**src/include/ssf_pkg.sv**
```systemverilog
// constants for the serial port slave status flags block
package ssf_pkg;
  // consecutive synced samples before the filtered select follows the pin
  localparam int unsigned DEGLITCH_CYCLES = 3;
  localparam int unsigned DGL_CNT_W = 2;
  // serial clock edges per byte (two per bit, eight bits)
  localparam int unsigned EDGE_CNT_W = 4;
  // master bit counter width and divider width
  localparam int unsigned MCNT_W = 9;
  localparam int unsigned DIV_W = 8;
  // synchroniser lanes: slave select, serial clock, mosi, miso
  localparam int unsigned SYNC_W = 4;
  localparam int unsigned LANE_NSS = 0;
  localparam int unsigned LANE_SCK = 1;
  localparam int unsigned LANE_MOSI = 2;
  localparam int unsigned LANE_MISO = 3;
  // values after reset
  localparam logic RST_SELECTED = 1'b0;
  localparam logic RST_RAW_LEVEL = 1'b1;
  localparam logic RST_SHIFT_EMPTY = 1'b1;
  localparam logic RST_RX_EMPTY = 1'b1;
  localparam logic [SYNC_W-1:0] RST_SYNC = 4'h3;
endpackage

```
**src/rtl/ssf_sync.sv**
```systemverilog
// two-flop synchroniser for asynchronous pin inputs
module ssf_sync #(
  parameter int unsigned W = 1,
  parameter logic [W-1:0] RST_VAL = '0
) (
  // clock and reset
  input wire logic ref_clk_i,
  input wire logic srst_i,
  // asynchronous in, synchronised out
  input wire logic [W-1:0] data_i,
  output logic [W-1:0] data_o
);
  logic [W-1:0] meta_q;

  always_ff @(posedge ref_clk_i) begin
    if (srst_i) begin
      meta_q <= RST_VAL;
      data_o <= RST_VAL;
    end else begin
      meta_q <= data_i;
      data_o <= meta_q;
    end
  end
endmodule

```
**src/rtl/ssf_status.sv**
```systemverilog
// slave-mode status flags and data sampling of the serial peripheral port
// What this block does
// - filtered select low sets slave-selected flag
// - filtered select high clears slave-selected flag
// - slave-selected follows a de-glitched select copy
// - raw select level reports unfiltered pin
// - shift empty set when idle, buffers quiet
// - tx load or clock edge clears shift empty
// - master mode forces shift empty to one
// - rx read with no new byte sets empty
// - unread receive byte clears receive empty
// - master mode forces receive empty to one
// - slave samples mosi at bit centre
// - master samples miso one cycle before bit end
module ssf_status (
  // clock and reset
  input wire logic ref_clk_i,
  input wire logic srst_i,
  // pins from the external master, miso from the external slave
  input wire logic slave_select_in_i,
  input wire logic sck_i,
  input wire logic mosi_i,
  input wire logic miso_i,
  // configuration
  input wire logic master_mode_i,
  input wire logic clk_phase_i,
  input wire logic [ssf_pkg::DIV_W-1:0] master_half_div_i,
  // datapath status, same clock
  input wire logic tx_load_i,
  input wire logic tx_buf_full_i,
  input wire logic rx_pending_i,
  input wire logic rx_full_i,
  input wire logic rx_read_i,
  input wire logic master_bit_start_i,
  input wire logic master_busy_i,
  // status flags
  output logic slave_selected_o,
  output logic raw_select_level_o,
  output logic shift_empty_flag_o,
  output logic rx_buffer_empty_flag_o,
  // sampled serial data
  output logic sample_bit_o,
  output logic sample_strobe_o
);
  logic [ssf_pkg::SYNC_W-1:0] pins_s;
  logic nss_s;
  logic sck_s;
  logic mosi_s;
  logic miso_s;
  logic sck_prev_q;
  logic sck_edge;
  logic slave_sample;
  logic master_sample;
  logic [ssf_pkg::DGL_CNT_W-1:0] dgl_cnt_q;
  logic [ssf_pkg::EDGE_CNT_W-1:0] edge_cnt_q;
  logic [ssf_pkg::MCNT_W-1:0] mcnt_q;
  logic [ssf_pkg::MCNT_W-1:0] m_period;

  // pins synchronised before any use
  ssf_sync #(
    .W(ssf_pkg::SYNC_W),
    .RST_VAL(ssf_pkg::RST_SYNC)
  ) u_sync (
    .ref_clk_i(ref_clk_i),
    .srst_i(srst_i),
    .data_i({miso_i, mosi_i, sck_i, slave_select_in_i}),
    .data_o(pins_s)
  );

  assign nss_s = pins_s[ssf_pkg::LANE_NSS];
  assign sck_s = pins_s[ssf_pkg::LANE_SCK];
  assign mosi_s = pins_s[ssf_pkg::LANE_MOSI];
  assign miso_s = pins_s[ssf_pkg::LANE_MISO];

  // de-glitch filter on the select line
  always_ff @(posedge ref_clk_i) begin
    if (srst_i) begin
      dgl_cnt_q <= '0;
      slave_selected_o <= ssf_pkg::RST_SELECTED;
    end else if (nss_s == slave_selected_o) begin
      if (dgl_cnt_q == ssf_pkg::DGL_CNT_W'(ssf_pkg::DEGLITCH_CYCLES - 1)) begin
        dgl_cnt_q <= '0;
        slave_selected_o <= ~nss_s;
      end else begin
        dgl_cnt_q <= dgl_cnt_q + 1'b1;
      end
    end else begin
      dgl_cnt_q <= '0;
    end
  end

  // raw select level, no filter
  always_ff @(posedge ref_clk_i) begin
    if (srst_i) begin
      raw_select_level_o <= ssf_pkg::RST_RAW_LEVEL;
    end else begin
      raw_select_level_o <= nss_s;
    end
  end

  // serial clock edge detection
  always_ff @(posedge ref_clk_i) begin
    if (srst_i) begin
      sck_prev_q <= ssf_pkg::RST_SYNC[ssf_pkg::LANE_SCK];
    end else begin
      sck_prev_q <= sck_s;
    end
  end

  assign sck_edge = sck_s ^ sck_prev_q;
  // opposite edge to the launch edge is the bit centre
  assign slave_sample = slave_selected_o && !master_mode_i && sck_edge &&
                        (sck_s ^ clk_phase_i);

  // edges within the current byte
  always_ff @(posedge ref_clk_i) begin
    if (srst_i || !slave_selected_o) begin
      edge_cnt_q <= '0;
    end else if (sck_edge) begin
      edge_cnt_q <= edge_cnt_q + 1'b1;
    end
  end

  // shift register empty flag
  always_ff @(posedge ref_clk_i) begin
    if (srst_i) begin
      shift_empty_flag_o <= ssf_pkg::RST_SHIFT_EMPTY;
    end else if (master_mode_i) begin
      shift_empty_flag_o <= 1'b1;
    end else if (tx_load_i || sck_edge) begin
      shift_empty_flag_o <= 1'b0;
    end else if (edge_cnt_q == '0 && !tx_buf_full_i && !rx_pending_i) begin
      shift_empty_flag_o <= 1'b1;
    end
  end

  // receive buffer empty flag
  always_ff @(posedge ref_clk_i) begin
    if (srst_i) begin
      rx_buffer_empty_flag_o <= ssf_pkg::RST_RX_EMPTY;
    end else if (master_mode_i) begin
      rx_buffer_empty_flag_o <= 1'b1;
    end else if (rx_full_i) begin
      rx_buffer_empty_flag_o <= 1'b0;
    end else if (rx_read_i) begin
      rx_buffer_empty_flag_o <= 1'b1;
    end
  end

  // master bit timer
  assign m_period = {master_half_div_i, 1'b0} + ssf_pkg::MCNT_W'(2);
  assign master_sample = master_mode_i && master_busy_i &&
                         (mcnt_q == m_period - ssf_pkg::MCNT_W'(2));

  always_ff @(posedge ref_clk_i) begin
    if (srst_i || master_bit_start_i) begin
      mcnt_q <= '0;
    end else if (master_busy_i) begin
      if (mcnt_q >= m_period - ssf_pkg::MCNT_W'(1)) begin
        mcnt_q <= '0;
      end else begin
        mcnt_q <= mcnt_q + 1'b1;
      end
    end
  end

  // data sampling
  always_ff @(posedge ref_clk_i) begin
    if (srst_i) begin
      sample_bit_o <= 1'b0;
      sample_strobe_o <= 1'b0;
    end else begin
      sample_strobe_o <= slave_sample || master_sample;
      if (slave_sample) begin
        sample_bit_o <= mosi_s;
      end else if (master_sample) begin
        sample_bit_o <= miso_s;
      end
    end
  end

  a_sel_low: assert property (@(posedge ref_clk_i) disable iff (srst_i)
    (!nss_s)[*3] |=> slave_selected_o)
    else $error("select low three cycles did not set selected");

  a_sel_high: assert property (@(posedge ref_clk_i) disable iff (srst_i)
    nss_s[*3] |=> !slave_selected_o)
    else $error("select high three cycles did not clear selected");

  a_sel_glitch: assert property (@(posedge ref_clk_i) disable iff (srst_i)
    (slave_selected_o && !nss_s) ##1 nss_s |=> slave_selected_o)
    else $error("single glitch changed selected");

  a_raw_level: assert property (@(posedge ref_clk_i) disable iff (srst_i)
    ##1 raw_select_level_o == $past(nss_s))
    else $error("raw level does not follow synced pin");

  a_shift_set: assert property (@(posedge ref_clk_i) disable iff (srst_i)
    (!master_mode_i && !tx_load_i && !sck_edge && edge_cnt_q == '0 &&
     !tx_buf_full_i && !rx_pending_i) |=> shift_empty_flag_o)
    else $error("shift empty not set when idle");

  a_shift_clear: assert property (@(posedge ref_clk_i) disable iff (srst_i)
    (!master_mode_i && (tx_load_i || sck_edge)) |=> !shift_empty_flag_o)
    else $error("shift empty not cleared");

  a_master_shift: assert property (@(posedge ref_clk_i) disable iff (srst_i)
    master_mode_i[*2] |-> shift_empty_flag_o)
    else $error("shift empty not one in master mode");

  a_rx_set: assert property (@(posedge ref_clk_i) disable iff (srst_i)
    (!master_mode_i && !rx_full_i && rx_read_i) |=> rx_buffer_empty_flag_o)
    else $error("receive empty not set after read");

  a_rx_clear: assert property (@(posedge ref_clk_i) disable iff (srst_i)
    (!master_mode_i && rx_full_i) |=> !rx_buffer_empty_flag_o)
    else $error("receive empty not cleared with unread byte");

  a_master_rx: assert property (@(posedge ref_clk_i) disable iff (srst_i)
    master_mode_i |=> rx_buffer_empty_flag_o)
    else $error("receive empty not one in master mode");

  a_slave_sample: assert property (@(posedge ref_clk_i) disable iff (srst_i)
    slave_sample |=> sample_strobe_o && sample_bit_o == $past(mosi_s))
    else $error("slave sample missed mosi");

  a_master_sample: assert property (@(posedge ref_clk_i) disable iff (srst_i)
    master_sample |=> sample_strobe_o && sample_bit_o == $past(miso_s) &&
    (mcnt_q == m_period - ssf_pkg::MCNT_W'(1)))
    else $error("master sample not one cycle before bit end");
endmodule

```
**config.mk**
```make
export PLATFORM = sky130hd
export DESIGN_NAME = ssf_status
export DESIGN_NICKNAME = d
export VERILOG_FILES = /design/src/include/ssf_pkg.sv /design/src/rtl/ssf_sync.sv /design/src/rtl/ssf_status.sv
export SDC_FILE = /design/constraint.sdc
export NUM_CORES = 1
export LEC_CHECK = 0
export BUFFER_PORTS_ARGS = -buffer_cell sky130_fd_sc_hd__buf_2
export CELL_PAD_IN_SITES_DETAIL_PLACEMENT = 0
export CELL_PAD_IN_SITES_GLOBAL_PLACEMENT = 1
export CORE_MARGIN = 2
export CORE_UTILIZATION = 44
export CTS_BUF_LIST = sky130_fd_sc_hd__clkbuf_4 sky130_fd_sc_hd__clkbuf_8 sky130_fd_sc_hd__clkbuf_16
export DETAILED_ROUTE_END_ITERATION = 6
export HOLD_SLACK_MARGIN = 0.1
export PLACE_DENSITY_LB_ADDON = 0.1
export SYNTH_ARGS = -nofsm -noshare
export SYNTH_HDL_FRONTEND = slang
export SYNTH_SLANG_ARGS = --single-unit
```
**constraint.sdc**
```tcl
create_clock -name ref_clk_i -period 5.2 [get_ports ref_clk_i]
set_clock_uncertainty 0.2 [all_clocks]
set_input_delay 0 -clock ref_clk_i [delete_from_list [all_inputs] [get_ports ref_clk_i]]
set_output_delay 0 -clock ref_clk_i [all_outputs]
set_load 0.05 [all_outputs]
```
==> impl_metrics.yaml <==
outcome:
  outcome: "finished, final reports clean"
synth:
  yosys.area.top_type: "dfxtp_1"
  yosysWarnings: 0
  yosysTopAreaCellShare_pct: 37.01
  synth.area.top_cells: "dfxtp_1, ha_1, nor2_1, xnor2_1, a21oi_1"
  ys_seq_area_share_pct: 37.01
  ys_ff_latch: 30
  synth.distinct_cells: 43
  syn-num-nets: 224
  syn_area_um2: 1623
  syn-instance-count: 188
  synth_area_per_cell_um2: 8.632
drt:
  wirelength_um: 3439
  postRouteAntennaNets: 0
  drt_iter0_drc: 34
  routedWlPerCell_um: 11.90
  via_count: 1467
  drc: 0
  firstDrtPassIters: 4
  viasPerCell: 5.076
timing:
  setup_tns_ns: 0
  setup_slack_ns: 1.776
  setup_violations: 0
  maxSlewViolCount: 0
  fin_crit_ns: 3.424
  fin_crit_sh_pct: 65.85
  max_slew_margin_pct: 55.18
  hold_violations: 0
  tightestPinTransition_ns: 0.6723
  fmax_mhz: 292.0
  rsz0062_at_grt: "false"
die:
  core_um2: 3606
  fp.dieH_um: 64.73
  initial_utilization_pct: 45.00
  num_rows: 22
  die-area_um2: 4190
  pin_count: 29
  die_w_um: 64.73
global_route:
  antenna_found_initial: 0
  track_usage_pct: 18.43
  grt_pass1_wl_um: 5968
  grt_pass1_vias: 1461
  grt_start_max_net_pins: 18
  gr-total-overflow: 0
clocking:
  ctsRootBufferMaster: "clkbuf_8"
  cts_hold_buffers: 19
  cts_sinks: 30
  cts_max_level: 2
  cts_resized: 0
  cts_buffers: 5
  clk_latency_ns: 0.28
  path_clk_slew_ns: 0.06
  clockBufferDepth: 2
  post-cts-setup-buffer-count: 0
  cts_tree: "done"
worst_setup_path:
  crit_required_ns: 5.22
  timing.rr.end: "mcnt_q[1]$_SDFFE_PP0P_"
  critPathCaptureType: "flop"
  cp_max_fo: 7
  rr_worst_depth: 7
  rr_startpoint: "mcnt_q[2]$_SDFFE_PP0P_"
  critPathLaunchType: "input port"
  arrival_ns: 3.45
  r2r_setup_slack_ns: 2.45
  critical_path_class: "in2reg"
final_layout:
  post-route-util_pct: 58.26
  fin_area_um2: 2101
  drive_above_1_share_pct: 21.16
  nets: 276
  syn2layout_area_growth_pct: 29.45
  diodes: 0
placement:
  hpwl_um: 2516
  portBuffers: 28
  gp_congestion: 0.7508
  place_area_um2: 1815
  place_ws_ns: 1.939
hold_path:
  min_to: "sample_bit_o$_SDFFE_PP0P_"
  min_from: "clk_phase_i"
  min_path_cells: 6
  hold_class: "in2reg"
pwr:
  total_power_mw: 0.4971
  vdd_drop_max_mv: 0.1843
  power_density_nw_per_um2: 236.6
  p_leak_nw: 0.8521
job:
  cap_violations: 0
==> where the power goes <==
group          switching [mW]  internal [mW]  total, mW
logic                  0.0341         0.0327     0.0669
registers             0.00268          0.235      0.237
clock network          0.0867          0.106      0.193
total                   0.124          0.374      0.497
==> state kept, by name, summed over array words and instances (netlist names) <==
| name | count |
|---|---|
| shift_empty_flag_o | 1 |
| sck_prev_q | 1 |
| rx_buffer_empty_flag_o | 1 |
| dgl_cnt_q | 2 |
| raw_select_level_o | 1 |
| edge_cnt_q | 4 |
| u_sync.meta_q | 4 |
| u_sync.data_o | 4 |
| slave_selected_o | 1 |
| sample_strobe_o | 1 |
| mcnt_q | 9 |
| sample_bit_o | 1 |
==> synthesized netlist by cell type, drive strengths merged <==
library cell  instances
a211oi                1
a21o                  1
a21oi                14
a221oi                1
a22oi                 2
a311oi                1
a31oi                 2
and2                  1
and3                  3
buf                   1
clkbuf                1
dfxtp                30
ha                   13
inv                   6
mux2                  1
mux2i                 2
nand2                16
nand2b                2
nand3                 5
nand3b                1
nand4                 4
nand4b                1
nor2                 27
nor2b                 6
nor3                  2
nor3b                 2
nor4                  1
nor4b                 1
o211a                 1
o21ai                 7
o21bai                1
o22ai                 1
o31ai                 1
or2                   7
or3                   4
or3b                  1
xnor2                 9
xor2                  8
==> cells by family (layout without fill, tap and decap cells) <==
kind of cell	count (synthesis)	after routing	synth area share (%)
adders and majority gates	13	13	10.02
xor gates and xnor gates	17	17	9.175
buffers and inverters	8	61	1.850
AOI/OAI and AO/OA	33	33	12.49
muxes	3	3	1.928
and+or+nand+nor	84	84	27.53
DFF	30	30	37.01
==> metrics by stage <==
step | hold slack, ns | cells
after floorplan | -0.1284 | 188
after global placement | -0.01847 | 262
after CTS | 0.1792 | 289
after detailed placement | -0.006160 | 262
final | 0.1682 | 289
after global routing | 0.2282 | 289
==> cell type report <==
type / count / area, um2
multi-input combinational: 150 / 992.2
inverter: 6 / 22.52
clock buffer: 6 / 82.58
clock inverter: 2 / 12.51
sequential: 30 / 600.6
tap: 48 / 60.06
timing repair buffer: 47 / 330.3
fill: 348 / 1505
==> worst max-delay path, cell delays in order <==
cell	delay, ns
buf_2	0.15
ha_1	0.28
xor2_1	0.18
or3_4	0.35
nor4b_4	0.30
o21ai_0	0.13
o211a_1	0.13
ha_1	0.28
a21oi_1	0.12
o21ai_0	0.11
a221oi_1	0.56
nand3_1	0.15
a21oi_1	0.16
dlygate4sd3_1	0.55
==> cells in the final DEF, fill, tap and decap left out, drive strengths merged, types with 8 or more instances in the layout <==
master       count
dfxtp           30
buf             28
nor2            27
dlygate4sd3     19
nand2           16
a21oi           14
ha              13
xnor2            9
xor2             8
==> metal layers <==
metal	routed length, um	vias up	global-route usage (%)
met5	0	-	0
li1	-	757	-
met1	1490	681	19.70
met3	129	4	4.688
met2	1785	25	34.28
met4	34	0	7.181
==> worst max path at each step <==
stage                                    start  slack (ns)  cells past startpoint                      to
after floorplan           master_half_div_i[0]        2.44                     12  mcnt_q[5]$_SDFFE_PP0P_
after global placement    master_half_div_i[0]        2.08                     13  mcnt_q[8]$_SDFFE_PP0P_
after detailed placement  master_half_div_i[0]        1.94                     13  mcnt_q[7]$_SDFFE_PP0P_
after CTS                 master_half_div_i[0]        1.81                     14  mcnt_q[1]$_SDFFE_PP0P_
after global routing      master_half_div_i[0]        1.49                     14  mcnt_q[1]$_SDFFE_PP0P_
final                     master_half_div_i[0]        1.78                     14  mcnt_q[1]$_SDFFE_PP0P_
Power figures use the tool's default switching activity.
